`config.mk`:
```
export PLATFORM = sky130hd
export DESIGN_NAME = ect_timer
export DESIGN_NICKNAME = d
export VERILOG_FILES = /design/src/ect_pkg.sv /design/src/ect_tick_sel.sv /design/src/ect_edge_det.sv /design/src/ect_timer.sv
export VERILOG_INCLUDE_DIRS = /design/src /design/src/src
export SDC_FILE = /design/constraint.sdc
export NUM_CORES = 1
export LEC_CHECK = 0
export ABC_AREA = 1
export BUFFER_PORTS_ARGS = -buffer_cell sky130_fd_sc_hd__buf_2
export CORE_ASPECT_RATIO = 1.1
export CORE_MARGIN = 2
export CORE_UTILIZATION = 25
export DETAILED_ROUTE_END_ITERATION = 7
export HOLD_SLACK_MARGIN = 0.15
export PLACE_DENSITY_LB_ADDON = 0.2
export SLEW_MARGIN = 20
export SYNTH_ARGS = -nofsm -noshare
export SYNTH_HDL_FRONTEND = slang
export SYNTH_SLANG_ARGS = --single-unit
```
`constraint.sdc`:
```
create_clock -name mclk_i -period 1.8 [get_ports mclk_i]
set_clock_uncertainty 0.15 [all_clocks]
set_input_delay 0.27 -clock mclk_i [delete_from_list [all_inputs] [get_ports mclk_i]]
set_output_delay 0.27 -clock mclk_i [all_outputs]
set_load 0.02 [all_outputs]
```
`src/ect_map.svh`:
```
// Numeric constants of the event capture timer: bounds, reset values, counts.
// Assumes it is included by bare name wherever these values are used.
`ifndef ECT_MAP_SVH
`define ECT_MAP_SVH

// The counter is at BOTTOM when it holds all zeros.
`define ECT_BOTTOM 16'h0000
// The counter is at MAX when it holds all ones.
`define ECT_MAX 16'hFFFF
// One count step.
`define ECT_STEP 16'h0001
// Count register value after reset.
`define ECT_COUNT_RESET 16'h0000
// Compare capture register value after reset.
`define ECT_CAPVAL_RESET 16'h0000
// Divide ratio of the divided peripheral clock tap.
`define ECT_PRESC_DIV 2

`endif

```
`src/ect_pkg.sv`:
```
// Types shared by the event capture timer and its helpers.
// Assumes numeric values come from ect_map.svh, not from this package.
package ect_pkg;

  // Operating modes; the first one is the mode taken after reset.
  typedef enum logic [2:0] {
    ECT_MODE_PERIODIC,
    ECT_MODE_TIMEOUT,
    ECT_MODE_EVENT_CAP,
    ECT_MODE_FREQ,
    ECT_MODE_PW,
    ECT_MODE_FREQ_PW,
    ECT_MODE_SINGLE,
    ECT_MODE_PWM8
  } ect_mode_e;

  // Clock source select: peripheral clock, divided tap, companion timer ticks.
  typedef enum logic [1:0] {
    ECT_PERIPHERAL_CLOCK,
    ECT_PERIPHERAL_CLOCK_DIV,
    ECT_CLK_COMPANION,
    ECT_CLK_NONE
  } ect_clk_sel_e;

  // Progress of a measurement sequence.
  typedef enum logic [1:0] {
    ECT_PH_IDLE,
    ECT_PH_WAIT_FALL,
    ECT_PH_WAIT_RISE,
    ECT_PH_DONE
  } ect_phase_e;

  // Configuration levels held by software.
  typedef struct packed {
    logic enable;
    ect_clk_sel_e clock_source_select;
    ect_mode_e mode;
    logic edge_sel;
  } ect_ctrl_s;

  // One-cycle software access strobes with their data.
  typedef struct packed {
    logic count_wr;
    logic [15:0] count_wdata;
    logic cap_wr;
    logic [15:0] cap_wdata;
    logic cap_low_rd;
    logic flag_clr;
    logic run_wr;
    logic run_wdata;
  } ect_sw_s;

  // Whole state of the timer core.
  typedef struct packed {
    logic [15:0] count;
    logic [15:0] cap_val;
    logic flag;
    logic evt;
    logic run;
    ect_phase_e phase;
    ect_mode_e mode;
  } ect_state_s;

endpackage

```
`src/ect_tick_sel.sv`:
```
// Counter clock selection: turns the chosen source into a one-cycle tick.
// Assumes the companion tick is a pulse from logic on the same clock.
`timescale 1ns/1ps
`include "ect_map.svh"
module ect_tick_sel
  import ect_pkg::*;
#(
  parameter int unsigned PRESC_DIV = `ECT_PRESC_DIV
) (
  // Clock and reset.
  input wire logic mclk_i,
  input wire logic rst_i,
  // Source choice and companion tick.
  input wire ect_clk_sel_e clock_source_select_i,
  input wire logic companion_tick_i,
  // Selected tick.
  output logic tick_o
);
  localparam int unsigned DIV_W = $clog2(PRESC_DIV);

  // A divider shorter than two would make the divided tap a plain clock.
  if (PRESC_DIV < 2) begin : g_chk
    $error("Prescaler divide must be at least two.");
  end

  // Divider phase and registered tick.
  typedef struct packed {
    logic [DIV_W-1:0] div;
    logic tick;
  } ect_tick_state_s;

  ect_tick_state_s st_reg;  // Registered state.
  ect_tick_state_s st_next;  // Next state.

  // The divider runs freely so that the divided tap keeps a steady rate.
  always_comb begin
    st_next = st_reg;
    st_next.div = (st_reg.div == DIV_W'(PRESC_DIV - 1)) ? '0 : st_reg.div + DIV_W'(1);
    case (clock_source_select_i)
      ECT_PERIPHERAL_CLOCK: st_next.tick = 1'b1;  // RULE2
      ECT_PERIPHERAL_CLOCK_DIV: st_next.tick = (st_reg.div == DIV_W'(PRESC_DIV - 1));  // RULE2
      ECT_CLK_COMPANION: st_next.tick = companion_tick_i;  // RULE3
      default: st_next.tick = 1'b0;
    endcase
  end

  // State register.
  always_ff @(posedge mclk_i or posedge rst_i) begin
    if (rst_i) begin
      st_reg <= '0;
    end else begin
      st_reg <= st_next;
    end
  end

  assign tick_o = st_reg.tick;
endmodule

```
`src/ect_edge_det.sv`:
```
// Event input synchroniser and edge detector.
// Assumes each event level is held longer than one clock cycle by its source.
`timescale 1ns/1ps
module ect_edge_det (
  // Clock and reset.
  input wire logic mclk_i,
  input wire logic rst_i,
  // Event level from the routing network.
  input wire logic event_i,
  // One-cycle edge pulses.
  output logic rise_o,
  output logic fall_o
);
  // Two synchroniser stages, the previous level and the edge pulses.
  typedef struct packed {
    logic sync1;
    logic sync2;
    logic prev;
    logic rise;
    logic fall;
  } ect_edge_state_s;

  ect_edge_state_s st_reg;  // Registered state.
  ect_edge_state_s st_next;  // Next state.

  // Only the second stage feeds the comparison, never the first.
  always_comb begin
    st_next = st_reg;
    st_next.sync1 = event_i;
    st_next.sync2 = st_reg.sync1;
    st_next.prev = st_reg.sync2;
    st_next.rise = st_reg.sync2 & ~st_reg.prev;
    st_next.fall = ~st_reg.sync2 & st_reg.prev;
  end

  // State register.
  always_ff @(posedge mclk_i or posedge rst_i) begin
    if (rst_i) begin
      st_reg <= '0;
    end else begin
      st_reg <= st_next;
    end
  end

  assign rise_o = st_reg.rise;
  assign fall_o = st_reg.fall;
endmodule

```
`src/ect_timer.sv`:
```
// Sixteen-bit event capture timer core with its mode control.
// Assumes software strobes and the companion tick come from the same clock;
// the event level may come from anywhere and is synchronised here.
`timescale 1ns/1ps
`include "ect_map.svh"
// Operation
// RULE1 - Zero is BOTTOM, all ones MAX.
// RULE2 - Clock source select picks the counter tick.
// RULE3 - Companion clock keeps counter in step.
// RULE4 - Reset leaves periodic mode; eight modes exist.
// RULE5 - Enable starts counting selected ticks.
// RULE6 - Periodic: reach compare value, flag, restart.
// RULE7 - Compare below count: run to MAX, wrap.
// RULE8 - Event source holds pulses beyond one cycle.
// RULE9 - Time-out: first edge starts, next stops.
// RULE10 - Time-out: flag when TOP reached first.
// RULE11 - Frozen time-out restarts on new start edge.
// RULE12 - Frozen: reads and run writes do nothing.
// RULE13 - Event capture: free run, copy on event.
// RULE14 - Capture edge polarity is selectable.
// RULE15 - Low byte read clears flag in capture.
// RULE16 - Software zeroes count entering event capture.
// RULE17 - Frequency: capture and restart each edge.
// RULE18 - Pulse width: restart rise, capture fall.
// RULE19 - Edges alternate; source spaces them two cycles.
// RULE20 - Capture event matches flag set exactly.
// RULE21 - Running counter adds one per tick.
module ect_timer
  import ect_pkg::*;
#(
  parameter int unsigned PRESC_DIV = `ECT_PRESC_DIV
) (
  // Clock and reset.
  input wire logic mclk_i,
  input wire logic rst_i,
  // Configuration levels.
  input wire ect_ctrl_s ctrl_i,
  // Software access strobes.
  input wire ect_sw_s sw_i,
  // Tick of the companion timer.
  input wire logic companion_tick_i,
  // Event level from the routing network.
  input wire logic event_i,
  // Counter and capture values.
  output logic [15:0] count_value_o,
  output logic [15:0] compare_capture_value_o,
  // Status and outgoing event.
  output logic capture_flag_o,
  output logic capture_event_o,
  output logic run_o
);

  ect_state_s st_reg;  // Registered state of the core.
  ect_state_s st_next;  // Next state, built combinationally.
  logic tick_w;  // Selected counter tick.
  logic rise_w;  // Rising event edge pulse.
  logic fall_w;  // Falling event edge pulse.
  logic start_edge;  // Edge chosen by the edge select bit.
  logic stop_edge;  // The opposite edge.
  logic set_flag;  // Hardware sets the capture flag this cycle.
  logic clr_flag;  // Software clears the capture flag this cycle.
  logic mode_same;  // Mode unchanged since the last edge.

  // Add one with natural wrap from MAX to BOTTOM.
  function automatic logic [15:0] count_inc(input logic [15:0] v);
    count_inc = v + `ECT_STEP;
  endfunction

  // True in the modes that capture into the compare capture register.
  function automatic logic is_capture(input ect_mode_e m);
    is_capture = (m == ECT_MODE_EVENT_CAP) || (m == ECT_MODE_FREQ) ||
                 (m == ECT_MODE_PW) || (m == ECT_MODE_FREQ_PW);
  endfunction

  // Counter tick source.
  ect_tick_sel #(
    .PRESC_DIV(PRESC_DIV)
  ) u_tick (
    .mclk_i(mclk_i),
    .rst_i(rst_i),
    .clock_source_select_i(ctrl_i.clock_source_select),  // RULE2
    .companion_tick_i(companion_tick_i),  // RULE3
    .tick_o(tick_w)
  );

  // Event edges, after two synchroniser stages.
  ect_edge_det u_edge (
    .mclk_i(mclk_i),
    .rst_i(rst_i),
    .event_i(event_i),
    .rise_o(rise_w),
    .fall_o(fall_w)
  );

  // Edge select low means rising edges start or capture; high means falling.
  assign start_edge = ctrl_i.edge_sel ? fall_w : rise_w;  // RULE14
  assign stop_edge = ctrl_i.edge_sel ? rise_w : fall_w;  // RULE9
  assign mode_same = (ctrl_i.mode == st_reg.mode);

  // Software clear by flag write, or by a low byte read in a capture mode.
  // Reads in time-out mode never clear, so a frozen read stays harmless.
  assign clr_flag = sw_i.flag_clr | (sw_i.cap_low_rd & is_capture(ctrl_i.mode));  // RULE15 RULE12

  // Next-state logic for every mode.
  always_comb begin
    st_next = st_reg;
    st_next.evt = 1'b0;
    set_flag = 1'b0;
    st_next.mode = ctrl_i.mode;
    // A software compare write loses against a capture in the same cycle.
    if (sw_i.cap_wr) begin
      st_next.cap_val = sw_i.cap_wdata;
    end
    if (!mode_same) begin
      // A mode change drops any half-done sequence.
      st_next.phase = ECT_PH_IDLE;
      st_next.run = 1'b0;
    end else if (ctrl_i.enable) begin  // RULE5
      case (ctrl_i.mode)
        ECT_MODE_PERIODIC: begin
          if (tick_w) begin
            if (st_reg.count == st_reg.cap_val) begin
              // TOP reached: flag it and restart from BOTTOM.
              st_next.count = `ECT_BOTTOM;  // RULE6 RULE1
              set_flag = 1'b1;  // RULE6
            end else begin
              // A compare value below the count lets it run to MAX and wrap.
              st_next.count = count_inc(st_reg.count);  // RULE7 RULE21
            end
          end
        end
        ECT_MODE_TIMEOUT: begin
          if (!st_reg.run) begin
            // Frozen: only a start edge has an effect.
            if (start_edge) begin
              st_next.run = 1'b1;  // RULE9 RULE11
              st_next.count = `ECT_BOTTOM;  // RULE11
            end
          end else if (stop_edge) begin
            st_next.run = 1'b0;  // RULE9
          end else begin
            // The run bit is writable only while running.
            if (sw_i.run_wr) begin
              st_next.run = sw_i.run_wdata;  // RULE12
            end
            if (tick_w) begin
              st_next.count = count_inc(st_reg.count);  // RULE21
              if (st_reg.count == st_reg.cap_val) begin
                set_flag = 1'b1;  // RULE10
              end
            end
          end
        end
        ECT_MODE_EVENT_CAP: begin
          // Free run from BOTTOM to MAX; a capture does not disturb it.
          if (tick_w) begin
            st_next.count = count_inc(st_reg.count);  // RULE13 RULE21
          end
          if (start_edge) begin
            st_next.cap_val = st_reg.count;  // RULE13 RULE14
            set_flag = 1'b1;  // RULE13
          end
        end
        ECT_MODE_FREQ: begin
          if (start_edge) begin
            st_next.cap_val = st_reg.count;  // RULE17
            st_next.count = `ECT_BOTTOM;  // RULE17
            set_flag = 1'b1;  // RULE17
          end else if (tick_w) begin
            st_next.count = count_inc(st_reg.count);  // RULE21
          end
        end
        ECT_MODE_PW: begin
          // The detector alternates by itself between rise and fall.
          if (rise_w) begin
            st_next.count = `ECT_BOTTOM;  // RULE18
            st_next.phase = ECT_PH_WAIT_FALL;  // RULE19
          end else begin
            if (tick_w) begin
              st_next.count = count_inc(st_reg.count);  // RULE21
            end
            if (fall_w && st_reg.phase == ECT_PH_WAIT_FALL) begin
              st_next.cap_val = st_reg.count;  // RULE18
              st_next.phase = ECT_PH_IDLE;  // RULE19
              set_flag = 1'b1;  // RULE18
            end
          end
        end
        ECT_MODE_FREQ_PW: begin
          case (st_reg.phase)
            ECT_PH_IDLE: begin
              // Wait for the rising edge that opens a period.
              if (rise_w) begin
                st_next.count = `ECT_BOTTOM;
                st_next.phase = ECT_PH_WAIT_FALL;
              end
            end
            ECT_PH_WAIT_FALL: begin
              // The falling edge captures the high time.
              if (tick_w) begin
                st_next.count = count_inc(st_reg.count);
              end
              if (fall_w) begin
                st_next.cap_val = st_reg.count;
                st_next.phase = ECT_PH_WAIT_RISE;
              end
            end
            ECT_PH_WAIT_RISE: begin
              // The second rising edge stops the counter and flags.
              if (rise_w) begin
                st_next.phase = ECT_PH_DONE;
                set_flag = 1'b1;
              end else if (tick_w) begin
                st_next.count = count_inc(st_reg.count);
              end
            end
            ECT_PH_DONE: begin
              // Held until software has consumed the result.
              if (!st_reg.flag) begin
                st_next.phase = ECT_PH_IDLE;
              end
            end
            default: begin
              st_next.phase = ECT_PH_IDLE;
            end
          endcase
        end
        default: begin
          // Single-shot and 8-bit PWM are not served; the counter holds.
          st_next.count = st_reg.count;
        end
      endcase
    end
    // A software count write wins over counting, clearing and reloading.
    if (sw_i.count_wr) begin
      st_next.count = sw_i.count_wdata;
    end
    // Clear first and set last, so an event in the clear cycle survives.
    if (clr_flag) begin
      st_next.flag = 1'b0;
    end
    if (set_flag) begin
      st_next.flag = 1'b1;
      st_next.evt = 1'b1;  // RULE20
    end
  end

  // State register; reset leaves periodic mode with everything cleared.
  always_ff @(posedge mclk_i or posedge rst_i) begin
    if (rst_i) begin
      st_reg <= '{count: `ECT_COUNT_RESET, cap_val: `ECT_CAPVAL_RESET, flag: 1'b0,
                  evt: 1'b0, run: 1'b0, phase: ECT_PH_IDLE,
                  mode: ECT_MODE_PERIODIC};  // RULE4
    end else begin
      st_reg <= st_next;
    end
  end

  // All outputs are fields of the state register.
  assign count_value_o = st_reg.count;
  assign compare_capture_value_o = st_reg.cap_val;
  assign capture_flag_o = st_reg.flag;
  assign capture_event_o = st_reg.evt;
  assign run_o = st_reg.run;

  // Helper: no software strobe in this cycle.
  logic sw_quiet;
  assign sw_quiet = !sw_i.count_wr && !sw_i.cap_wr && !sw_i.flag_clr &&
                    !sw_i.cap_low_rd && !sw_i.run_wr;
endmodule

```
==> results.txt, run 1 <==
DRT Pass-1 Iters: 4
ys async rst share: 100.0%
sequential element share of the synthesized area: 28.86%
Tot Pwr: 3.772 mW
#FFs+latches synth: 47
Ys Warns: 0
Max Cap Viol: 0
Worst Path Required: 1.84 ns
pwr/cell area: 636.5 nW/um^2
CTS H-tree lvls: 2
max-slew violation count: 0
Mapped Nets: 713
Critical R2R Launch: st_reg[4]
first-pass GRT wire length: 21640 um
slew margin rel.: 73.17%
die width: 125.7 um
Commonest cells post-synth: nand2_1 (262), inv_1 (79), nand3_1 (56)
Ant. Diodes: 0
Buffers on Ports: 83
Synth-to-Final Area Change: 45.41%
CP Max Fanout: 7
CTS Root Buffer Type: clkbuf_16
Synth top area share: 28.86%
layout cells sized above 1: 31.53%
clk sinks: 47
Clock Latency Late Sink: 0.31 ns
most frequent CP cell: nand2_1
clock period minus final worst setup slack: 1.770 ns
CTS tree: done
Max Freq: 565.0 MHz
Worst path slowest cell: dfrtp_1
Global Route Usage Sum: 15.76%
Cell Area, Placed: 5120 um^2
GRT overflow: 0
Starting Density: 25.80%
maximum clock path buffer count: 2
Final nets: 887
WL final: 13460 um
post-synthesis cell type count: 34
final worst-path cycle share: 98.33%
Critical Path Sink Type: register
worst path cell trace: inv_2 -> ha_4 -> nand4_1 -> nand3_2 -> nor2_4 -> buf_6 -> nor2_1 -> nand2_1 -> nand2_1 -> nand3_1 -> nand2_1
RSZ-0062 raised after global routing: yes
largest net degree at the start of global routing: 32
Core ar.: 15800 um^2
Worst Reg-to-Reg Cells: 11
Post-DRT Antenna Nets: 0
Worst EP arrival: 1.81 ns
syn_area_per_cell: 6.212 um^2
Worst Hold Class: in2reg
Worst Setup Path Type: reg2reg
vias: 4425
post-route cell area: 5926 um^2
vias in the first global route: 4250
ys flop type: dfrtp_1
VDD IR max: 393.3 uV
row count: 48
Pleak: 3.219 nW
Worst-Margin Slew: 0.4019 ns
Synth area leader: dfrtp_1
most numerous cell in the Yosys netlist: nand2_1
slowest stage delay, CP: 0.38 ns
status: complete, no violations
r2r setup slk: 0.03 ns
clock slew at the register clock pins of the worst setup and hold paths: 0.07 ns
initial DRC count: 258
io pins: 84
ranking of synthesized cells by area: dfrtp_1 (29%), nand2_1 (24%), inv_1 (7.3%)
Die Y: 137.9 um
hold path depth: 3
mean routed wirelength per cell: 13.06 um
Die Area: 17340 um^2
Avg Vias per Cell: 4.292
Detailed Place HPWL: 10180 um
initial antenna violation count: 0
DRC Markers: 0
r2r endpoint: count_value_o[15]
hold path start: sw_i[12]
TritonCTS buffer count: 5
GP Congestion: 0.8536
CP Launch Type: register
WHS Endpoint: compare_capture_value_o[8]
Cells after Synth: 656
mapped cell area: 4075 um^2
Post-synth EDFFs: 0
final setup fails: 0
Final Hold Viols: 0
[where the power goes]
part,internal (mW),switching [mW],total [mW]
combinational,0.581,0.711,1.29
clock,0.798,0.452,1.25
sequential,1.14,0.0873,1.23
total,2.52,1.25,3.77
[placed cells by master (no fill, tap or decap), types with 4 or more instances in the layout]
master,synthesis,final
nand3_1,56,50
nand2_1,262,259
nand3_2,7,13
inv_1,79,75
nor2_1,46,38
buf_6,3,4
nor2_4,3,4
buf_4,34,94
clkbuf_16,0,5
o21ai_0,30,27
a21oi_1,6,4
o21ai_2,5,7
buf_12,0,8
nand2_2,5,8
inv_2,3,7
ha_1,8,5
buf_2,10,83
nand4_1,8,8
dlygate4sd3_1,0,36
o21ai_1,9,10
dfrtp_1,47,45
nor2_2,6,13
[cell families (layout without fill, tap and decap cells)]
group | after synthesis | after routing | synth area share, %
compound gates | 55 | 55 | 7.399
simple gates | 400 | 400 | 42.59
buf+inv | 140 | 315 | 17.22
flops | 47 | 47 | 28.86
xor+xnor | 6 | 6 | 1.474
fa+ha+maj | 8 | 8 | 2.456
[metrics by stage]
| step | TNS, ns | util (%) | setup slack (ns) | instances | hold slack (ns) |
|---|---|---|---|---|---|
| floorplan | 0 | - | 0.04025 | 656 | 0.1514 |
| global placement | -2.419 | 32.41 | -0.1124 | 974 | 0.1425 |
| detailed placement | -3.383 | 32.41 | -0.1677 | 974 | 0.1416 |
| CTS | 0 | 36.66 | 0.0003353 | 1025 | 0.1548 |
| global route | -1.430 | 37.52 | -0.08550 | 1031 | 0.1639 |
| finish | 0 | 37.52 | 0.03002 | 1031 | 0.1596 |
[worst max path at each step]
| stage | startpoint | to | slack [ns] | depth (start not counted) |
|---|---|---|---|---|
| after floorplan | st_reg[3] | count_value_o[5] | 0.04 | 10 |
| after global routing | count_value_o[7] | count_value_o[15] | -0.09 | 12 |
| after CTS | count_value_o[1] | count_value_o[14] | 0.0003 | 11 |
| after detailed placement | st_reg[4] | compare_capture_value_o[7] | -0.17 | 8 |
| final | st_reg[4] | count_value_o[15] | 0.03 | 11 |
| after global placement | st_reg[4] | count_value_o[15] | -0.11 | 11 |
[worst max-delay path, delay by kind of cell, from the launching register on]
kind,cells,cell delay (ns)
fa+ha+maj,1,0.22
buf+inv,2,0.25
flops,1,0.38
simple gates,8,0.65
[routing by layer]
| metal | track usage, % | share of wire [%] | wire length [um] | up-vias |
|---|---|---|---|---|
| met5 | 0 | 0 | 0 | - |
| met4 | 3.602 | 1.1 | 152 | 0 |
| met3 | 2.894 | 4.9 | 657 | 10 |
| met2 | 27.42 | 47 | 6351 | 90 |
| met1 | 20.49 | 47 | 6299 | 1987 |
| li1 | - | - | - | 2338 |
[cell type report]
cell class	instances	area (um^2)
Tap cell	200	250.2
Sequential cell	47	1179
Fill cell	1764	9869
Timing Repair Buffer	225	1687
Inverter	82	307.8
Multi-Input combinational cell	469	2313
Clock inverter	2	60.06
Clock buffer	6	128.9
[timing repair]
item                                    in CTS  in global routing
hold buffers                                36                  0
setup buffers                                7                  6
resized for setup                           13                 27
endpoints found under the setup margin      32                 36
pin swaps                                    6                 15
hold endpoints to repair                    49                  0
Power figures use the tool's default switching activity.
==> run 2: changes to the inputs <==
Settings changed: RECOVER_POWER from default to 50.
==> results.txt, run 2 (synthesis gave the netlist of run 1 again) <==
largest net degree at the start of global routing: 32
Worst Reg-to-Reg Cells: 11
layout cells sized above 1: 31.17%
final setup fails: 0
setup TNS: 0 ns
Worst Setup Path Type: reg2reg
Detailed Place HPWL: 10180 um
CP Launch Type: register
Ant. Diodes: 0
Final Hold Viols: 0
CP Max Fanout: 7
final worst slack: 0.03183 ns
met3 routed wirelength: 657 um
Critical R2R Launch: st_reg[4]
Worst Hold Class: in2reg
clk sinks: 47
Max Freq: 565.6 MHz
Die Y: 137.9 um
Final Core Density: 37.44%
RSZ-0062 raised after global routing: yes
Core ar.: 15800 um^2
initial antenna violation count: 0
met2 routed WL: 6351 um
VDD IR max: 392.9 uV
max-slew violation count: 0
clock slew at the register clock pins of the worst setup and hold paths: 0.07 ns
Pleak: 3.210 nW
Routed met1 length: 6270 um
mean routed wirelength per cell: 13.03 um
post-route cell area: 5914 um^2
Cell Area, Placed: 5120 um^2
Global Route Usage Sum: 15.76%
CTS tree: done
TritonCTS buffer count: 5
Worst EP arrival: 1.81 ns
GRT overflow: 0
Worst-Margin Slew: 0.6808 ns
DRC Markers: 0
die width: 125.7 um
fill count: 1769
Top Layer Used: met4
Post-DRT Antenna Nets: 0
CTS H-tree lvls: 2
row count: 48
Starting Density: 25.80%
maximum clock path buffer count: 2
r2r endpoint: count_value_o[15]
slew margin rel.: 54.56%
first-pass GRT wire length: 21640 um
Max Cap Viol: 0
vias: 4415
vias in the first global route: 4250
commonest cells after routing, fill and taps aside: nand2_1 (259), buf_4 (94), buf_2 (81)
initial DRC count: 260
pre-CTS setup slack: -0.1677 ns
Buffers on Ports: 83
Tot Pwr: 3.766 mW
r2r setup slk: 0.03 ns
pwr/cell area: 636.8 nW/um^2
hold path depth: 3
Clock Latency Late Sink: 0.31 ns
Synth-to-Final Area Change: 45.13%
Worst Path Required: 1.84 ns
Final nets: 887
DRT Pass-1 Iters: 4
Avg Vias per Cell: 4.282
CTS Root Buffer Type: clkbuf_16
most common cell after layout, fill and taps aside: nand2_1
io pins: 84
final worst-path cycle share: 98.23%
WHS Endpoint: compare_capture_value_o[8]
clock period minus final worst setup slack: 1.768 ns
hold path start: sw_i[12]
WL final: 13430 um
Critical Path Sink Type: register
status: complete, no violations
GP Congestion: 0.8536
Die Area: 17340 um^2
## run 2: changes by cell type in the layout (fill, tap and decap cells not counted), sizes merged
cell    delta
clkbuf     +2
buf        -2
## run 2: power by group
part | internal, mW | switching (mW)
sequential | 1.14 | 0.0875
clock | 0.798 | 0.451
combinational | 0.578 | 0.710
total | 2.52 | 1.25
## run 2: worst max path at each step
stage | start | endpoint | slack [ns] | depth (start not counted)
after detailed placement | st_reg[4] | compare_capture_value_o[7] | -0.17 | 8
after CTS | count_value_o[1] | count_value_o[14] | 0.0003 | 11
after global placement | st_reg[4] | count_value_o[15] | -0.11 | 11
after global routing | count_value_o[7] | count_value_o[15] | -0.09 | 12
final | st_reg[4] | count_value_o[15] | 0.03 | 11
after floorplan | st_reg[3] | count_value_o[5] | 0.04 | 10
## run 2: through the flow
| step | std cells | hold WS (ns) |
|---|---|---|
| 3_3_place_gp | 974 | 0.1425 |
| 5_1_grt | 1031 | 0.1639 |
| 6_report | 1031 | 0.1608 |
| 3_5_place_dp | 974 | 0.1416 |
| 2_1_floorplan | 656 | 0.1514 |
| 4_1_cts | 1025 | 0.1548 |
## run 2: worst max-delay path, cell delays in order, from the launching register on
cell	delay, ns
dfrtp_1	0.38
inv_2	0.10
ha_4	0.22
nand4_1	0.12
nand3_2	0.10
nor2_4	0.15
buf_6	0.15
nor2_1	0.05
nand2_1	0.06
nand2_1	0.05
nand3_1	0.07
nand2_1	0.05
## run 2: layer usage
| layer | up-vias | global-route usage, % |
|---|---|---|
| met5 | - | 0 |
| met4 | 0 | 3.602 |
| met3 | 10 | 2.894 |
| met2 | 96 | 27.42 |
| met1 | 1969 | 20.49 |
| li1 | 2340 | - |
## run 2: final cells by class
cell class / count / area, um^2 / area share, %
multi-input cells: 469 / 2313 / 39.12
clock buffers: 6 / 128.9 / 2.179
flip-flops and latches: 47 / 1179 / 19.93
clock inverters: 2 / 60.06 / 1.015
inverters: 82 / 307.8 / 5.204
well taps: 200 / 250.2 / 4.231
repair buffers: 225 / 1675 / 28.33
## run 2: timing repair
action                                 CTS  global route
endpoints found under the hold margin   49             0
hold buffers                            36             0
buffers inserted                         7             6
gates resized for setup                 13            27
pin swaps                                6            15
setup endpoints to repair               32            36
